--- src/blit_clip_map.vh ---
// blit_clip_map.vh: constants for the blit clip and address front end
// assumes inclusion by the design and the checker; definitions, no logic
`ifndef BLIT_CLIP_MAP_VH
`define BLIT_CLIP_MAP_VH

// ----------------------------------------------------------------
// command and tiling encodings
// ----------------------------------------------------------------
`define CMD_RECT 2'h0
`define CMD_CLIP_SETUP 2'h1
`define CMD_PIXEL 2'h2
`define TILE_LINEAR 2'h0
`define TILE_X 2'h1
`define TILE_Y 2'h2
`define LARGE_Y_TILING 2'h3

// ----------------------------------------------------------------
// field positions and reset values
// ----------------------------------------------------------------
`define DW_SHIFT 2
`define FIFO_DEPTH 8
`define CLIP_RESET 16'h0000

`endif

--- src/blit_clip_address_gen.v ---
// blit_clip_address_gen.v: clip, reject and address walk for rectangle blits
// assumes a command streamer on the same clock and a memory side that may stall
// Function
// - clip top-left inclusive, bottom-right exclusive
// - trivial reject before any memory access
// - negative source and destination coordinates legal
// - negative source start shifts destination start
// - empty rectangle after adjustment is rejected
// - pitch bytes if linear, dwords if tiled
// - destination address base plus y*pitch plus x*bpp
// - source address base plus y*pitch plus x*bpp
// - same base, src x smaller: right to left
// - same base, src y smaller: bottom to top
// - direction chosen without any overlap check
// - decoded fields internal, clip state kept
`timescale 1ns/10ps
`include "blit_clip_map.vh"

// ----------------------------------------------------------------
// fifo of address pairs toward memory
// ----------------------------------------------------------------
module addr_fifo #(
    parameter WIDTH = 64,
    parameter DEPTH = 8,
    parameter AW = 3
) (
    input wire clk,
    input wire rstn,
    input wire in_valid,
    output wire in_ready,
    input wire [WIDTH-1:0] in_data,
    output wire out_valid,
    input wire out_ready,
    output wire [WIDTH-1:0] out_data
);
    reg [WIDTH-1:0] mem [0:DEPTH-1];
    reg [AW-1:0] wr_ptr;
    reg [AW-1:0] rd_ptr;
    reg [AW:0] count;
    wire push;
    wire pop;

    // full and empty both come from the occupancy count
    // one extra count bit tells a full fifo from an empty one
    assign in_ready = (count != DEPTH[AW:0]);
    assign out_valid = (count != {(AW+1){1'b0}});
    assign out_data = mem[rd_ptr];
    assign push = in_valid && in_ready;
    assign pop = out_valid && out_ready;

    // pointers wrap since depth is a power of two
    always @(posedge clk) begin
        if (!rstn) begin
            wr_ptr <= {AW{1'b0}};
            rd_ptr <= {AW{1'b0}};
            count <= {(AW+1){1'b0}};
        end else begin
            if (push) begin
                mem[wr_ptr] <= in_data;
                wr_ptr <= wr_ptr + 1'b1;
            end
            if (pop)
                rd_ptr <= rd_ptr + 1'b1;
            if (push && !pop)
                count <= count + 1'b1;
            else if (pop && !push)
                count <= count - 1'b1;
        end
    end
endmodule // addr_fifo

// ----------------------------------------------------------------
// top: command in, pixel address pairs out
// ----------------------------------------------------------------
module blit_clip_address_gen #(
    parameter CW = 16,
    parameter AW = 32
) (
    input wire clk,
    input wire rstn,
    input wire cmd_valid,
    output reg cmd_ready,
    input wire [1:0] cmd_op,
    input wire clip_en,
    input wire signed [CW-1:0] dest_left,
    input wire signed [CW-1:0] dest_top,
    input wire signed [CW-1:0] dest_right,
    input wire signed [CW-1:0] dest_bottom,
    input wire signed [CW-1:0] src_left,
    input wire signed [CW-1:0] src_top,
    input wire [AW-1:0] dest_base,
    input wire [AW-1:0] src_base,
    input wire [CW-1:0] dest_pitch,
    input wire [CW-1:0] src_pitch,
    input wire [1:0] dest_tiling,
    input wire [1:0] src_tiling,
    input wire [2:0] bytes_per_pixel,
    output reg mem_valid,
    input wire mem_ready,
    output reg [AW-1:0] mem_src_addr,
    output reg [AW-1:0] mem_dest_addr,
    output reg cmd_rejected,
    output reg busy
);
    // idle takes commands, setup picks direction, walk emits pairs
    localparam S_IDLE = 2'h0;
    localparam S_SETUP = 2'h1;
    localparam S_WALK = 2'h2;

    // clip rectangle is internal state, not readable by software
    // only reset and a clip setup command load it, and that command never walks
    reg signed [CW-1:0] clip_left;
    reg signed [CW-1:0] clip_top;
    reg signed [CW-1:0] clip_right;
    reg signed [CW-1:0] clip_bottom;
    reg [1:0] state;
    reg signed [CW-1:0] x0;
    reg signed [CW-1:0] y0;
    reg signed [CW-1:0] x1;
    reg signed [CW-1:0] y1;
    reg signed [CW-1:0] sx0;
    reg signed [CW-1:0] sy0;
    reg signed [CW-1:0] cur_x;
    reg signed [CW-1:0] cur_y;
    reg signed [CW-1:0] off_x;
    reg signed [CW-1:0] off_y;
    reg x_back;
    reg y_back;
    reg [AW-1:0] dpitch_b;
    reg [AW-1:0] spitch_b;
    reg [2:0] bpp;
    reg [AW-1:0] sbase;
    reg [AW-1:0] dbase;

    // negative source start shifts the destination start
    wire signed [CW-1:0] adj_dl = (src_left < 0) ? dest_left - src_left : dest_left;
    wire signed [CW-1:0] adj_dt = (src_top < 0) ? dest_top - src_top : dest_top;
    wire signed [CW-1:0] adj_sl = (src_left < 0) ? {CW{1'b0}} : src_left;
    wire signed [CW-1:0] adj_st = (src_top < 0) ? {CW{1'b0}} : src_top;
    wire signed [CW-1:0] src_dx = adj_sl - adj_dl;
    wire signed [CW-1:0] src_dy = adj_st - adj_dt;

    // clip with inclusive top-left and exclusive bottom-right
    wire signed [CW-1:0] c_l = (clip_en && clip_left > adj_dl) ? clip_left : adj_dl;
    wire signed [CW-1:0] c_t = (clip_en && clip_top > adj_dt) ? clip_top : adj_dt;
    wire signed [CW-1:0] c_r = (clip_en && clip_right < dest_right) ? clip_right : dest_right;
    wire signed [CW-1:0] c_b = (clip_en && clip_bottom < dest_bottom) ? clip_bottom : dest_bottom;
    // empty after adjustment or fully clipped: nothing drawn
    // raw end against adjusted start also rejects a source shifted past the end
    wire reject = (dest_right <= adj_dl) || (dest_bottom <= adj_dt) || (c_r <= c_l) || (c_b <= c_t);

    // tiled pitch is in dwords, linear in bytes
    wire [AW-1:0] dp_ext = {{(AW-CW){1'b0}}, dest_pitch};
    wire [AW-1:0] sp_ext = {{(AW-CW){1'b0}}, src_pitch};
    wire [AW-1:0] dp_bytes = (dest_tiling == `TILE_LINEAR) ? dp_ext : (dp_ext << `DW_SHIFT);
    wire [AW-1:0] sp_bytes = (src_tiling == `TILE_LINEAR) ? sp_ext : (sp_ext << `DW_SHIFT);

    // source coordinate tracks destination by a fixed offset
    wire signed [CW-1:0] src_x = cur_x + off_x;
    wire signed [CW-1:0] src_y = cur_y + off_y;
    // sign extension keeps negative coordinates legal inside the sums
    // limitation: a final address below the base wraps; software must avoid it
    wire [AW-1:0] dx_ext = {{(AW-CW){cur_x[CW-1]}}, cur_x};
    wire [AW-1:0] dy_ext = {{(AW-CW){cur_y[CW-1]}}, cur_y};
    wire [AW-1:0] sx_ext = {{(AW-CW){src_x[CW-1]}}, src_x};
    wire [AW-1:0] sy_ext = {{(AW-CW){src_y[CW-1]}}, src_y};
    wire [AW-1:0] bpp_ext = {{(AW-3){1'b0}}, bpp};
    wire [AW-1:0] d_addr = dbase + dy_ext * dpitch_b + dx_ext * bpp_ext;
    wire [AW-1:0] s_addr = sbase + sy_ext * spitch_b + sx_ext * bpp_ext;

    // walk end conditions
    // last column is end minus one since right and bottom are exclusive
    wire x_last = x_back ? (cur_x == x0) : (cur_x == x1 - 1'b1);
    wire y_last = y_back ? (cur_y == y0) : (cur_y == y1 - 1'b1);

    wire f_in_ready;
    wire f_out_valid;
    wire [2*AW-1:0] f_out_data;
    // each walk cycle offers one pair; a full fifo holds the walk in place
    wire f_push = (state == S_WALK);

    addr_fifo #(.WIDTH(2*AW), .DEPTH(`FIFO_DEPTH), .AW(3)) u_fifo (
        .clk(clk),
        .rstn(rstn),
        .in_valid(f_push),
        .in_ready(f_in_ready),
        .in_data({s_addr, d_addr}),
        .out_valid(f_out_valid),
        .out_ready(!mem_valid || mem_ready),
        .out_data(f_out_data)
    );

    // output stage registered so memory side sees flop outputs
    always @(posedge clk) begin
        if (!rstn) begin
            mem_valid <= 1'b0;
            mem_src_addr <= {AW{1'b0}};
            mem_dest_addr <= {AW{1'b0}};
        end else if (!mem_valid || mem_ready) begin
            mem_valid <= f_out_valid;
            if (f_out_valid) begin
                mem_src_addr <= f_out_data[2*AW-1:AW];
                mem_dest_addr <= f_out_data[AW-1:0];
            end
        end
    end

    // command decode and pixel walk
    always @(posedge clk) begin
        if (!rstn) begin
            state <= S_IDLE;
            cmd_ready <= 1'b0;
            cmd_rejected <= 1'b0;
            busy <= 1'b0;
            clip_left <= `CLIP_RESET;
            clip_top <= `CLIP_RESET;
            clip_right <= `CLIP_RESET;
            clip_bottom <= `CLIP_RESET;
            x0 <= {CW{1'b0}};
            y0 <= {CW{1'b0}};
            x1 <= {CW{1'b0}};
            y1 <= {CW{1'b0}};
            sx0 <= {CW{1'b0}};
            sy0 <= {CW{1'b0}};
            cur_x <= {CW{1'b0}};
            cur_y <= {CW{1'b0}};
            off_x <= {CW{1'b0}};
            off_y <= {CW{1'b0}};
            x_back <= 1'b0;
            y_back <= 1'b0;
            dpitch_b <= {AW{1'b0}};
            spitch_b <= {AW{1'b0}};
            bpp <= 3'h0;
            sbase <= {AW{1'b0}};
            dbase <= {AW{1'b0}};
        end else begin
            cmd_rejected <= 1'b0;
            case (state)
                S_IDLE: begin
                    cmd_ready <= 1'b1;
                    busy <= 1'b0;
                    if (cmd_valid && cmd_ready) begin
                        cmd_ready <= 1'b0;
                        if (cmd_op == `CMD_CLIP_SETUP) begin
                            // clip rectangle carried on the destination fields
                            clip_left <= dest_left;
                            clip_top <= dest_top;
                            clip_right <= dest_right;
                            clip_bottom <= dest_bottom;
                        end else if (reject) begin
                            cmd_rejected <= 1'b1;
                        end else begin
                            busy <= 1'b1;
                            x0 <= c_l;
                            y0 <= c_t;
                            x1 <= c_r;
                            y1 <= c_b;
                            off_x <= src_dx;
                            off_y <= src_dy;
                            sx0 <= c_l + src_dx;
                            sy0 <= c_t + src_dy;
                            dpitch_b <= dp_bytes;
                            spitch_b <= sp_bytes;
                            bpp <= bytes_per_pixel;
                            sbase <= src_base;
                            dbase <= dest_base;
                            state <= S_SETUP;
                        end
                    end
                end
                S_SETUP: begin
                    // direction needs the stored starts, hence a cycle of its own
                    // only base equality and start compare, no overlap test
                    x_back <= (sbase == dbase) && (sx0 < x0);
                    y_back <= (sbase == dbase) && (sy0 < y0);
                    cur_x <= ((sbase == dbase) && (sx0 < x0)) ? x1 - 1'b1 : x0;
                    cur_y <= ((sbase == dbase) && (sy0 < y0)) ? y1 - 1'b1 : y0;
                    state <= S_WALK;
                end
                S_WALK: begin
                    // fifo full stalls the walk
                    if (f_in_ready) begin
                        if (x_last) begin
                            cur_x <= x_back ? x1 - 1'b1 : x0;
                            if (y_last)
                                state <= S_IDLE;
                            else
                                cur_y <= y_back ? cur_y - 1'b1 : cur_y + 1'b1;
                        end else begin
                            cur_x <= x_back ? cur_x - 1'b1 : cur_x + 1'b1;
                        end
                    end
                end
                default: state <= S_IDLE;
            endcase
        end
    end
endmodule // blit_clip_address_gen

--- config.mk ---
export PLATFORM = sky130hd
export DESIGN_NAME = blit_clip_address_gen
export DESIGN_NICKNAME = d
export VERILOG_FILES = /design/src/blit_clip_address_gen.v
export VERILOG_INCLUDE_DIRS = /design/src
export SDC_FILE = /design/constraint.sdc
export NUM_CORES = 2
export LEC_CHECK = 0
export ABC_AREA = 1
export BUFFER_PORTS_ARGS = -buffer_cell sky130_fd_sc_hd__buf_4
export CORE_MARGIN = 5
export CORE_UTILIZATION = 60
export DETAILED_ROUTE_END_ITERATION = 8
export HOLD_SLACK_MARGIN = 0.15
export PLACE_DENSITY = 0.84
export SYNTH_ARGS = -nofsm -noshare
export SYNTH_HDL_FRONTEND = slang
export SYNTH_SLANG_ARGS = --single-unit
--- constraint.sdc ---
create_clock -name clk -period 17.7 [get_ports clk]
set_input_delay 0.885 -clock clk [delete_from_list [all_inputs] [get_ports clk]]
set_output_delay 0.885 -clock clk [all_outputs]
set_load 0.02 [all_outputs]
==> results.txt <==
1st-iter DRT viols: 6661
Clock slew at reported path FFs: 0.08 ns
Rows: 129
Async SR Flop Fraction: 0%
Worst r2r dst: u_fifo.mem[0][60]
R2r worst-path depth: 44
Hold Slack: 0.435 ns
Die area: 131000 um^2
GRT overflow: 0
Critical path capture point type: flop
PnR Total Power: 6.86 mW
GP Congestion: 0.999
Die W: 362 um
Antenna Violating Nets Remaining: 0
Clk sink count: 921
Avg Cell Area, Syn: 8.34 um^2
Wirelength, routed: 218000 um
IO Pins: 274
Slowest stage delay, CP: 1.02 ns
Maximum root-to-sink buffer count: 3
Commonest non-fill, non-tap cell in the layout: nand2_1
Wire length on met3: 26000 um
Largest net degree at the start of global routing: 164
Final Cell Area: 80900 um^2
Synth cell types: 53
Synthesis-stage register bit count: 921
Clock latency on the worst-skew pair: 0.75 ns
Worst R2R Start: cur_x[0]
Fin cells: 10.7k
Critical path class: reg -> reg
Relative slew slack: 13.9%
Hold_sp: dest_base[1]
Critical path's slowest cell: xor2_1
Share of cells above drive strength 1: 6.22%
Overall Global Routing Usage: 32.8%
Max Cap Viol: 0
Fin worst setup slack: 7.21 ns
Setup Fix Bufs, Post-CTS: 0
Status: completed
Tmin final: 10.49 ns
Pre-CTS setup slack: 7.43 ns
Global-route wire length before repair: 340000 um
WL met1: 83200 um
Initial antenna violation count: 4
# setup viols final: 0
Clock tree root driver cell: clkbuf_16
Fill cells: 9788
Total number of vias: 62.7k
Placed cell area: 77700 um^2
Post-Syn Area: 74500 um^2
RSZ-0062 raised after global routing: no
Worst-margin pin slew: 1.29 ns
Fin Setup TNS: 0 ns
H-tree levels: 3
Hold Crit Endpoint: dbase[1]
Drt via density: 5.86
PostCTS Resize Cnt: 0
DRC Markers: 0
Seq/Total Area, Yosys: 31.6%
DR top layer: met4
Core area: 123000 um^2
Leakage dissipation: 37.5 nW
Placed cells: 10.5k
CTS tree: done
Port bufs: 273
Period utilization: 59.3%
Wire length on met2: 97500 um
Most frequent cells in the layout: 1634 x nand2_1, 1510 x inv_1, 830 x o21ai_0, 708 x nor2_1, 655 x ha_1
Yosys Warn Count: 0
Clock skew: 0.0623 ns
Main synth FF type: edfxtp_1
Syn Inst Count: 8935
CP required: 18.18 ns
Max Slew Vio Count: 0
CP dominant cell by count: nand2_1
WL/cell: 20.4 um
Initial Util: 60.3%
Die Y: 362 um
Worst VDD drop: 0.152 mV
Post-synth EDFFs: 512
PD cells: 84.8 nW/um^2
Post-Route Utilization: 65.5%
Achievable frequency: 95.3 MHz
CTS Hold Bufs: 0
Layout area overhead: 8.57%
TritonCTS Buffers: 94
Worst-path maximum fanout: 13
R2R setup slack: 7.21 ns
Vias in the first global route: 62.6k
Final HPWL DP: 165000 um
Final Hold Vio Count: 0
Fin nets: 10.4k
Pre-antenna DRT Iters: 9
Synthesized Nets: 10.4k
Hold Path Stages: 3
Crit path DAT: 10.97 ns
Worst setup SP type: flop
HP Class: in -> reg
## synth_stat cells (all sizes together) (4+ instances only)
library cell  number  share of area (%)
o2111ai            6              0.071
o21a              15               0.15
ha               655                 11
xor2             142                1.7
a31oi             23               0.19
nand3b             7              0.071
o22ai             69               0.58
nor4               9              0.076
clkinv             7              0.035
o31ai             12               0.12
nand4             47               0.39
buf               56               0.35
nor2             725                3.7
fa               603                 16
a21o              26               0.26
o211ai            24               0.24
nor3              37               0.25
a21boi            20               0.20
a21oi            643                4.3
a211oi            34               0.34
inv             1516                7.6
xnor2            139                1.6
mux2i             16               0.21
o21bai            20               0.20
nand2           1641                8.3
o21ai            834                5.6
or2               31               0.26
nand3            242                1.7
clkbuf           332                1.7
edfxtp           512                 21
nor3b              4              0.040
dfxtp            409                 11
o221ai            67               0.79
## critical path, delay by kind of cell, from the launching register on
kind / cells / cell delay [ns]
buffers and inverters: 7 / 0.38
adders and majority gates: 12 / 4.80
xor gates and xnor gates: 2 / 1.47
and+or+nand+nor: 17 / 1.97
DFF: 1 / 0.53
AOI/OAI and AO/OA: 6 / 1.07
## logic make-up (layout without fill, tap and decap cells)
kind of cell               after synthesis  count (layout)  share of synthesized area [%]
AOI/OAI and AO/OA                     1800            1800                           13.2
xor gates and xnor gates               281             281                           3.30
adders and majority gates             1258            1258                           27.2
buffers and inverters                 1911            2037                           9.69
DFF                                    921             921                           31.6
muxes                                   16              16                          0.215
other                                    0               2                              0
and+or+nand+nor                       2748            2748                           14.8
## where the power goes
group / internal, mW / switching (mW) / total [mW]
Clock: 1.15 / 0.909 / 2.05
Combinational: 0.740 / 1.56 / 2.30
Sequential: 2.38 / 0.126 / 2.50
## flip-flops by register name, summed over array words and instances (netlist names), 18 cells and up
signal	count
u_fifo.mem	512
dbase	32
mem_dest_addr	32
mem_src_addr	32
sbase	32
dpitch_b	18
spitch_b	18
## how the worst max path moves through the flow
stage                  start                 to  depth (start not counted)
global placement    cur_x[0]  u_fifo.mem[0][60]                         46
global route        cur_x[0]  u_fifo.mem[7][60]                         46
finish              cur_x[0]  u_fifo.mem[0][60]                         44
CTS                 cur_x[0]  u_fifo.mem[3][60]                         44
floorplan           cur_x[1]  u_fifo.mem[0][60]                         46
detailed placement  cur_x[0]  u_fifo.mem[0][60]                         44
## per-layer routing
layer | vias to the layer above | track usage (%)
met5 | - | 0
met4 | 0 | 15.0
met3 | 621 | 7.65
met2 | 3465 | 52.1
met1 | 29600 | 43.0
li1 | 28900 | -
## area by class of cell
type / instances / area [um^2] / share of cell area [%]
clock buffer: 120 / 2560 / 3.16
multi-input combinational: 6103 / 43800 / 54.1
sequential: 921 / 23600 / 29.1
inverter: 1523 / 5730 / 7.08
timing repair buffer: 337 / 2540 / 3.13
tap: 1637 / 2050 / 2.53
antenna: 2 / 5.00 / 0.00619
clock inverter: 57 / 648 / 0.801
(Power assumes the default switching activity.)
